### src/xbr_pkg.sv
package xbr_pkg;
  // Widths of the external address, data word and item counter.
  localparam int unsigned ADDR_W   = 24;
  localparam int unsigned DATA_W   = 32;
  localparam int unsigned CNT_W    = 12;
  localparam int unsigned CS_W     = 2;
  // Read FIFO and write transaction FIFO geometry.
  localparam int unsigned RF_DEPTH = 8;
  localparam int unsigned RF_CW    = 4;
  localparam int unsigned WF_DEPTH = 4;
  localparam int unsigned WF_CW    = 3;
  localparam int unsigned WF_W     = ADDR_W + DATA_W;
  // Item width encodings.
  localparam logic [1:0] SIZE_8    = 2'h0;
  localparam logic [1:0] SIZE_16   = 2'h1;
  localparam logic [1:0] SIZE_32   = 2'h2;
  // Values after reset and the chip select used by data traffic.
  localparam logic [ADDR_W-1:0] ADDR_RST = 24'h000000;
  localparam logic [1:0]        SIZE_RST = SIZE_8;
  localparam logic [CS_W-1:0]   DATA_CS  = 2'h0;

  typedef enum logic [2:0] {
    ST_IDLE,
    ST_FETCH,
    ST_WRITE,
    ST_CRE_RD,
    ST_CRE_WR
  } xbr_state_e;

  // Address advance for one item of the given width.
  function automatic logic [ADDR_W-1:0] xbr_step(input logic [1:0] sz);
    case (sz)
      SIZE_16: xbr_step = 24'h000002;
      SIZE_32: xbr_step = 24'h000004;
      default: xbr_step = 24'h000001;
    endcase
  endfunction

  // Keeps only the bits that belong to an item of the given width.
  function automatic logic [DATA_W-1:0] xbr_mask(input logic [1:0] sz);
    case (sz)
      SIZE_16: xbr_mask = 32'h0000FFFF;
      SIZE_32: xbr_mask = 32'hFFFFFFFF;
      default: xbr_mask = 32'h000000FF;
    endcase
  endfunction
endpackage

### src/xbr_fifo_if.sv
interface xbr_fifo_if #(
  parameter int unsigned W  = 32,
  parameter int unsigned CW = 4
);
  logic          push;
  logic [W-1:0]  wdata;
  logic          pop;
  logic [W-1:0]  rdata;
  logic [CW-1:0] count;
  logic [CW-1:0] free;
  logic          full;
  logic          empty;

  modport store (input push, input wdata, input pop,
                 output rdata, output count, output free, output full, output empty);
  modport user  (output push, output wdata, output pop,
                 input rdata, input count, input free, input full, input empty);
endinterface

### src/xbr_readahead.sv
module xbr_readahead
  import xbr_pkg::*;
(
  input  wire logic              i_clk,
  input  wire logic              i_sys_rst,
  input  wire logic              i_ce,
  input  wire logic              i_cfg_we,
  input  wire logic              i_cfg_chan,
  input  wire logic [1:0]        i_cfg_size,
  input  wire logic [ADDR_W-1:0] i_cfg_addr,
  input  wire logic              i_start,
  input  wire logic              i_stop,
  input  wire logic              i_read_channel_select,
  input  wire logic [CNT_W-1:0]  i_item_count,
  output logic      [CNT_W-1:0]  o_ch0_remain,
  output logic      [CNT_W-1:0]  o_ch1_remain,
  input  wire logic              i_rd_pop,
  output logic      [DATA_W-1:0] o_rd_data,
  output logic                   o_rd_valid,
  output logic      [RF_CW-1:0]  o_rd_avail,
  input  wire logic              i_cre_rd_req,
  input  wire logic              i_cre_wr_req,
  input  wire logic [CS_W-1:0]   i_chip_select_target,
  input  wire logic [DATA_W-1:0] i_psram_config_value,
  output logic                   o_cre_rd_en,
  output logic      [DATA_W-1:0] o_cre_value,
  input  wire logic              i_wr_valid,
  input  wire logic [ADDR_W-1:0] i_wr_addr,
  input  wire logic [DATA_W-1:0] i_wr_data,
  output logic                   o_wr_stall,
  output logic      [WF_CW-1:0]  o_wr_free,
  output logic                   o_mem_req,
  output logic                   o_mem_we,
  output logic                   o_mem_cre,
  output logic      [CS_W-1:0]   o_mem_cs,
  output logic      [ADDR_W-1:0] o_mem_addr,
  output logic      [1:0]        o_mem_size,
  output logic      [DATA_W-1:0] o_mem_wdata,
  input  wire logic              i_mem_ack,
  input  wire logic [DATA_W-1:0] i_mem_rdata
);
  typedef struct packed {
    xbr_state_e                  st;
    logic                        rr;
    logic                        act;
    logic [1:0][ADDR_W-1:0]      addr;
    logic [1:0][1:0]             size;
    logic [1:0][CNT_W-1:0]       remain;
    logic                        cre_busy;
    logic                        cre_wr_pend;
    logic [CS_W-1:0]             cre_cs;
    logic [DATA_W-1:0]           cre_wval;
    logic [DATA_W-1:0]           cre_value;
    logic                        mem_req;
    logic                        mem_we;
    logic                        mem_cre;
    logic [CS_W-1:0]             mem_cs;
    logic [ADDR_W-1:0]           mem_addr;
    logic [1:0]                  mem_size;
    logic [DATA_W-1:0]           mem_wdata;
    logic [DATA_W-1:0]           rd_data;
    logic                        rd_valid;
  } xbr_top_s;

  localparam xbr_top_s TOP_RST = '{st: ST_IDLE, rr: 1'h0, act: 1'h0,
    addr: {ADDR_RST, ADDR_RST}, size: {SIZE_RST, SIZE_RST}, remain: '0,
    cre_busy: 1'h0, cre_wr_pend: 1'h0, cre_cs: '0, cre_wval: '0, cre_value: '0,
    mem_req: 1'h0, mem_we: 1'h0, mem_cre: 1'h0, mem_cs: '0, mem_addr: '0,
    mem_size: '0, mem_wdata: '0, rd_data: '0, rd_valid: 1'h0};

  xbr_top_s q;
  xbr_top_s d;
  logic     rpush;
  logic     rpop;
  logic     wpop;

  xbr_fifo_if #(.W(DATA_W), .CW(RF_CW)) rf ();
  xbr_fifo_if #(.W(WF_W), .CW(WF_CW))   wf ();

  // Read FIFO filled by the fetch engine and drained by the core.
  xbr_fifo #(.W(DATA_W), .DEPTH(RF_DEPTH), .CW(RF_CW)) u_rd_fifo (
    .i_clk     (i_clk),
    .i_sys_rst (i_sys_rst),
    .i_ce      (i_ce),
    .io        (rf)
  );

  // Write transaction FIFO filled by the core and drained to memory.
  xbr_fifo #(.W(WF_W), .DEPTH(WF_DEPTH), .CW(WF_CW)) u_wr_fifo (
    .i_clk     (i_clk),
    .i_sys_rst (i_sys_rst),
    .i_ce      (i_ce),
    .io        (wf)
  );

  // FIFO strobes; a write is taken only when a slot is free.
  assign rf.push  = rpush;
  assign rf.wdata = i_mem_rdata & xbr_mask(q.size[q.act]);
  assign rf.pop   = rpop;
  assign wf.push  = i_wr_valid;
  assign wf.wdata = {i_wr_addr, i_wr_data};
  assign wf.pop   = wpop;

  // Every output is a register of this block or of a FIFO.
  assign o_ch0_remain = q.remain[0];
  assign o_ch1_remain = q.remain[1];
  assign o_rd_data    = q.rd_data;
  assign o_rd_valid   = q.rd_valid;
  assign o_rd_avail   = rf.count;
  assign o_cre_rd_en  = q.cre_busy;
  assign o_cre_value  = q.cre_value;
  assign o_wr_stall   = wf.full;
  assign o_wr_free    = wf.free;
  assign o_mem_req    = q.mem_req;
  assign o_mem_we     = q.mem_we;
  assign o_mem_cre    = q.mem_cre;
  assign o_mem_cs     = q.mem_cs;
  assign o_mem_addr   = q.mem_addr;
  assign o_mem_size   = q.mem_size;
  assign o_mem_wdata  = q.mem_wdata;

  // Next state: core pops, access arbitration, then command updates.
  always_comb begin
    logic ch;
    ch    = (q.remain[q.rr] == '0) ? ~q.rr : q.rr;
    d     = q;
    rpush = 1'h0;
    rpop  = 1'h0;
    wpop  = 1'h0;
    d.rd_valid = 1'h0;
    if (i_rd_pop && !rf.empty) begin
      rpop       = 1'h1;
      d.rd_data  = rf.rdata;
      d.rd_valid = 1'h1;
    end
    case (q.st)
      ST_IDLE: begin
        d.mem_size = SIZE_32;
        d.mem_we   = 1'h0;
        d.mem_cre  = 1'h0;
        d.mem_cs   = DATA_CS;
        if (q.cre_busy) begin
          d.st      = ST_CRE_RD;
          d.mem_req = 1'h1;
          d.mem_cre = 1'h1;
          d.mem_cs  = q.cre_cs;
        end else if (q.cre_wr_pend) begin
          d.st        = ST_CRE_WR;
          d.mem_req   = 1'h1;
          d.mem_we    = 1'h1;
          d.mem_cre   = 1'h1;
          d.mem_cs    = q.cre_cs;
          d.mem_wdata = q.cre_wval;
        end else if (!wf.empty) begin
          wpop        = 1'h1;
          d.st        = ST_WRITE;
          d.mem_req   = 1'h1;
          d.mem_we    = 1'h1;
          d.mem_addr  = wf.rdata[WF_W-1:DATA_W];
          d.mem_wdata = wf.rdata[DATA_W-1:0];
        end else if (q.remain[ch] != '0 && !rf.full) begin
          d.st       = ST_FETCH;
          d.act      = ch;
          d.rr       = ~ch;
          d.mem_req  = 1'h1;
          d.mem_addr = q.addr[ch];
          d.mem_size = q.size[ch];
        end
      end
      ST_FETCH: begin
        if (i_mem_ack) begin
          rpush          = 1'h1;
          d.st           = ST_IDLE;
          d.mem_req      = 1'h0;
          d.addr[q.act]  = q.addr[q.act] + xbr_step(q.size[q.act]);
          if (q.remain[q.act] != '0) begin
            d.remain[q.act] = CNT_W'(q.remain[q.act] - 1'h1);
          end
        end
      end
      ST_CRE_RD: begin
        if (i_mem_ack) begin
          d.st        = ST_IDLE;
          d.mem_req   = 1'h0;
          d.cre_value = i_mem_rdata;
          d.cre_busy  = 1'h0;
        end
      end
      ST_CRE_WR: begin
        if (i_mem_ack) begin
          d.st          = ST_IDLE;
          d.mem_req     = 1'h0;
          d.cre_wr_pend = 1'h0;
        end
      end
      ST_WRITE: begin
        if (i_mem_ack) begin
          d.st      = ST_IDLE;
          d.mem_req = 1'h0;
        end
      end
      default: begin
        d.st      = ST_IDLE;
        d.mem_req = 1'h0;
      end
    endcase
    // Channel setup overrides the address that the fetch engine advances after each item.
    if (i_cfg_we) begin
      d.addr[i_cfg_chan] = i_cfg_addr;
      d.size[i_cfg_chan] = i_cfg_size;
    end
    // Commands come after the engine update so a start or stop overrides the engine.
    if (i_start) begin
      d.remain[i_read_channel_select] = i_item_count;
    end
    if (i_stop) begin
      d.remain[i_read_channel_select] = '0;
    end
    // Config requests are accepted only while no config access pends.
    if (!q.cre_busy && !q.cre_wr_pend) begin
      if (i_cre_rd_req) begin
        d.cre_busy = 1'h1;
        d.cre_cs   = i_chip_select_target;
      end else if (i_cre_wr_req) begin
        d.cre_wr_pend = 1'h1;
        d.cre_cs      = i_chip_select_target;
        d.cre_wval    = i_psram_config_value;
      end
    end
  end

  // State register, frozen while the clock enable is low.
  always_ff @(posedge i_clk or posedge i_sys_rst) begin
    if (i_sys_rst) begin
      q <= TOP_RST;
    end else if (i_ce) begin
      q <= d;
    end
  end
endmodule

### src/xbr_fifo.sv
module xbr_fifo
  import xbr_pkg::*;
#(
  parameter int unsigned W     = 32,
  parameter int unsigned DEPTH = 8,
  parameter int unsigned CW    = 4
) (
  input  wire logic i_clk,
  input  wire logic i_sys_rst,
  input  wire logic i_ce,
  xbr_fifo_if.store io
);
  localparam int unsigned PW = $clog2(DEPTH);

  typedef struct packed {
    logic [DEPTH-1:0][W-1:0] mem;
    logic [PW-1:0]           wp;
    logic [PW-1:0]           rp;
    logic [CW-1:0]           cnt;
    logic [CW-1:0]           free;
    logic                    full;
    logic                    empty;
  } xbr_fifo_s;

  localparam xbr_fifo_s FIFO_RST = '{mem: '0, wp: '0, rp: '0, cnt: '0,
                                     free: CW'(DEPTH), full: 1'h0, empty: 1'h1};

  xbr_fifo_s q;
  xbr_fifo_s d;

  // Head, fill level and flags all come from registers.
  assign io.rdata = q.mem[q.rp];
  assign io.count = q.cnt;
  assign io.free  = q.free;
  assign io.full  = q.full;
  assign io.empty = q.empty;

  // A push into a full store and a pop from an empty one are ignored.
  always_comb begin
    logic do_push;
    logic do_pop;
    do_push = io.push && !q.full;
    do_pop  = io.pop && !q.empty;
    d = q;
    if (do_push) begin
      d.mem[q.wp] = io.wdata;
      d.wp        = PW'(q.wp + 1'h1);
    end
    if (do_pop) begin
      d.rp = PW'(q.rp + 1'h1);
    end
    d.cnt   = CW'(q.cnt + CW'(do_push) - CW'(do_pop));
    d.free  = CW'(CW'(DEPTH) - d.cnt);
    d.full  = (d.cnt == CW'(DEPTH));
    d.empty = (d.cnt == '0);
  end

  // State register, frozen while the clock enable is low.
  always_ff @(posedge i_clk or posedge i_sys_rst) begin
    if (i_sys_rst) begin
      q <= FIFO_RST;
    end else if (i_ce) begin
      q <= d;
    end
  end
endmodule

### config.mk
export PLATFORM = sky130hd
export DESIGN_NAME = xbr_readahead
export DESIGN_NICKNAME = d
export VERILOG_FILES = /design/src/xbr_pkg.sv /design/src/xbr_fifo_if.sv /design/src/xbr_readahead.sv /design/src/xbr_fifo.sv
export SDC_FILE = /design/constraint.sdc
export NUM_CORES = 2
export LEC_CHECK = 0
export BUFFER_PORTS_ARGS = -buffer_cell sky130_fd_sc_hd__buf_4
export CAP_MARGIN = 20
export CORE_ASPECT_RATIO = 0.9
export CORE_UTILIZATION = 45
export DETAILED_ROUTE_END_ITERATION = 10
export PLACE_DENSITY_LB_ADDON = 0.08
export SKIP_LAST_GASP = 1
export SLEW_MARGIN = 20
export SYNTH_ARGS = -nofsm -noshare
export SYNTH_HDL_FRONTEND = slang
export SYNTH_SLANG_ARGS = --single-unit
### constraint.sdc
create_clock -name i_clk -period 59.4 [get_ports i_clk]
set_input_delay 0 -clock i_clk [delete_from_list [all_inputs] [get_ports i_clk]]
set_output_delay 0 -clock i_clk [all_outputs]
set_load 0.02 [all_outputs]
==> run summary <==
The clock period minus worst slack came out at 5830 ps. On the worst path, the slowest cell contributes a delay of 680 ps. The core region is 77700 sq um. The run gives 25200 as the via count of the first global-routing pass. The logs give 0.171 GHz for the maximum operating frequency and 0 for the total global routing overflow.

The detail route stage leaves a number of antenna-violating nets equal to 0. The finished cells cover 42300 sq um. The die covers 79500 sq um. CTS placed an instance of clkbuf_16 at the clock tree root. For the max-cap check violation count, the log shows 0. The power per unit of standard cell area came out at 48.8 nW/um^2. Timing analysis after detailed placement gives a worst setup slack of 54570 ps.

The number of enable-type register cells in the synthesized netlist was 0. The floorplan step set the die height to 268 um. After layout, the design draws a total of 2.06 mW.

The floorplan has 97 rows. Counting instances in the post-synthesis netlist gives the leading cell types as 745 x dfrtp_1, 368 x mux2_2, 339 x o21ai_0, 323 x nand2_1, 156 x buf_4. The synthesized design contains 748 register bits. The die is 297 um wide.

The area of the multi-input gates came out at 14600 sq um. The run gives 4351 as the number of cells in the finished layout apart from fillers. Once detailed placement completed, the half-perimeter wirelength came to 57400 um. The number of cells upsized or downsized after cts came out at 0. Setup repair after global routing left no endpoint under its margin. Dividing the detail-routed wire length by the instance count gives 21.3 um.

The tools report the cell leakage power as 18.8 nW. The first global-routing pass estimated 146000 um of wire. The tools report the post-synthesis sequential area ratio as 0.531. The worst-case setup margin in the final layout was 53570 ps. The share of Yosys cell area claimed by the top area cell type is 0.528.

The via count was 24300; the layout-stage area growth over the synthesis result was 19.8%. The run finished with clean final reports. The setup path with the least slack is of type flip-flop to flip-flop. The layout has 6666 filler cells. The clock slew seen by the registers of the worst setup and hold paths is 60 ps.

The count of endpoints failing hold in the final timing report is 0. The min-delay analysis places its worst path in the category primary input to async pin. The clock arrives with 36.8 ps of skew. The peak supply drop is 0.0000335 V. The logs give 0 for the number of setup violations in the final report and 2935 for the gate count of the mapped netlist. The logs give 0.234 for the overall global routing resource usage and 4005 for the number of cells in the design after placement.

The clock tree synthesis step divided the H-tree into 3 levels. The tree built by TritonCTS fans out to 748 sinks. TritonCTS created 84 clock buffers.

Worst max-slew margin expressed relative to the limit: 0.273. For the final number of max-transition violations, the log shows 0. The final core utilization is 0.544, and the maximum fanout along the worst path is 71. Number of antenna violations at the first check in global routing: 10. Synthesis instantiated 76 different standard cells from the library.

The most critical setup path has its startpoint at q[240]$_DFFE_PP0P_. The number of buffers and inverters on the critical path is 5, and the final critical-path share of the clock period is 0.0982. Quantity of hold-fixing buffers added after cts: 188.

After detailed routing, the number of remaining DRC violations is 0. Critical path's top delay family: buffers and inverters. Most area-hungry cell type in the Yosys netlist: dfrtp_1.

In this run the critical register-to-register path is launched from q[240]$_DFFE_PP0P_. The post-CTS setup-driven buffer insertion count came out at 0. The fraction of layout instances using a drive strength above 1 came out at 0.310. The cell type of the slowest stage on the worst timing path was buf_4. STA puts the critical path data arrival time at 6350 ps. The share of synthesized flip-flops with an asynchronous set or reset works out to 1.00.

The signal on the critical path passes through buf_4, mux2i_1, inv_1, ha_1, ha_1, inv_1, fa_1, nand2b_1, a2111oi_2, nand4b_1, or4_1, o21ai_0, dlygate4sd3_1, a21oi_1, dlygate4sd3_1. During synthesis, Yosys emitted a total of 0 warnings. 334 I/O pins were placed. TritonCTS built the clock tree. After detailed placement, the total cell area comes to 37500 sq um. For the pin with the worst max-slew slack, the measured transition is 1080 ps.

For the final wirelength, the log shows 92800 um. Routability-driven placement finished with a final weighted congestion of 0.891. Commonest register cell after synthesis: dfrtp_1.

Yosys attributes the largest share of cell area to dfrtp_1 53%, mux2_2 12%, mux4_2 7.7%. STA classifies the critical path startpoint as a flip-flop. Counting along the longest clock path gives a buffer depth of 3. The most numerous cell in the Yosys netlist was dfrtp_1. Each instance of the synthesized netlist takes up on average 12.0 sq um.

After synthesis the cells add up to 35300 sq um. Entering global routing, the biggest net connects 137 pins. STA classifies the critical path endpoint as a flip-flop. The clock latency reported for the late side of the worst-skew pair was 640 ps; the starting density of the core was 0.454. During placement, the flow inserted port buffers numbering 333. The post-detailed-route via-to-cell ratio works out to 5.59. The net count after synthesis came out at 3133. For the worst setup path, the data required time is 59920 ps. Summing all flip-flop and latch instances after layout gives 18700 sq um. Across all hold checks on the routed design, the worst slack comes to 136 ps. The tools report the starting DRC count in detailed routing as 1363. The tools report the total negative slack for setup checks as 0 ps.

For this run, the detailed router's first-pass iteration total came to 5. The tools report the final layout net count as 3439.
-- sequential cells by signal, indices dropped and copies added, names as in the netlist, 24 cells and up --
name         count
o_cre_value     32
q               92
u_rd_fifo.q    262
o_rd_data       32
o_mem_addr      24
o_mem_wdata     32
u_wr_fifo.q    228
-- kinds of logic after synthesis --
group / after synthesis / synth area share
adders and majority gates: 25 / 0.00951
xor gates and xnor gates: 42 / 0.0104
buffers and inverters: 377 / 0.0584
DFF: 748 / 0.531
AOI/OAI and AO/OA: 598 / 0.0959
and+or+nand+nor: 541 / 0.0681
muxes: 604 / 0.227
-- metal layers --
metal  GRT usage  part of all wire
met5           0           0.00071
met4      0.0724             0.028
met3      0.0436             0.054
met2       0.372              0.47
met1       0.327              0.45
-- cells in the final DEF (no fill, tap or decap), types with 23 or more instances in the layout --
cell type,instances
clkbuf_1,23
nand2_1,317
xnor2_1,26
inv_1,36
dfrtp_1,738
mux4_2,120
buf_4,366
nor2_1,81
a31oi_1,26
o21ai_0,339
clkbuf_16,84
mux2i_1,115
dlygate4sd3_1,188
a22o_1,26
a21oi_1,106
mux2_2,368
nand3_1,26
-- power by group --
| part | total, mW | switching (mW) | internal (mW) |
|---|---|---|---|
| Combinational | 0.719 | 0.354 | 0.365 |
| Sequential | 0.821 | 0.135 | 0.686 |
| Clock | 0.523 | 0.214 | 0.309 |
-- area by class of cell --
cell class | count | share of cell area
diodes | 5 | 0.000296
clock buffers | 127 | 0.0583
clock inverters | 25 | 0.00764
inverters | 38 | 0.00355
multi-input cells | 1810 | 0.345
flip-flops and latches | 748 | 0.443
well taps | 1039 | 0.0308
repair buffers | 559 | 0.111
-- path summary, 6_finish.rpt --
kind	cells after the start	to	slack (ps)
max	15	q[208]$_DFFE_PP0P_	53570
min	3	u_wr_fifo.q[65]$_DFFE_PP0P_	140
max reg2reg	15	q[208]$_DFFE_PP0P_	53570
min reg2reg	2	u_rd_fifo.q[233]$_DFFE_PP0P_	470
max in group asynchronous	5	u_rd_fifo.q[222]$_DFFE_PP0P_	57030
min in group i_clk	3	q[156]$_DFFE_PP0P_	140
-- worst reg2reg max path, cell delays in order, from the launching register on --
cell and delay [ps]:
dfrtp_2 340, buf_4 680, mux2i_1 370, inv_1 70, ha_1 550, ha_1 260, inv_1 70, fa_1 450
nand2b_1 230, a2111oi_2 610, nand4b_1 290, or4_1 510, o21ai_0 80, dlygate4sd3_1 560, a21oi_1 60, dlygate4sd3_1 610
No activity file was read; power rests on OpenSTA's default activity.
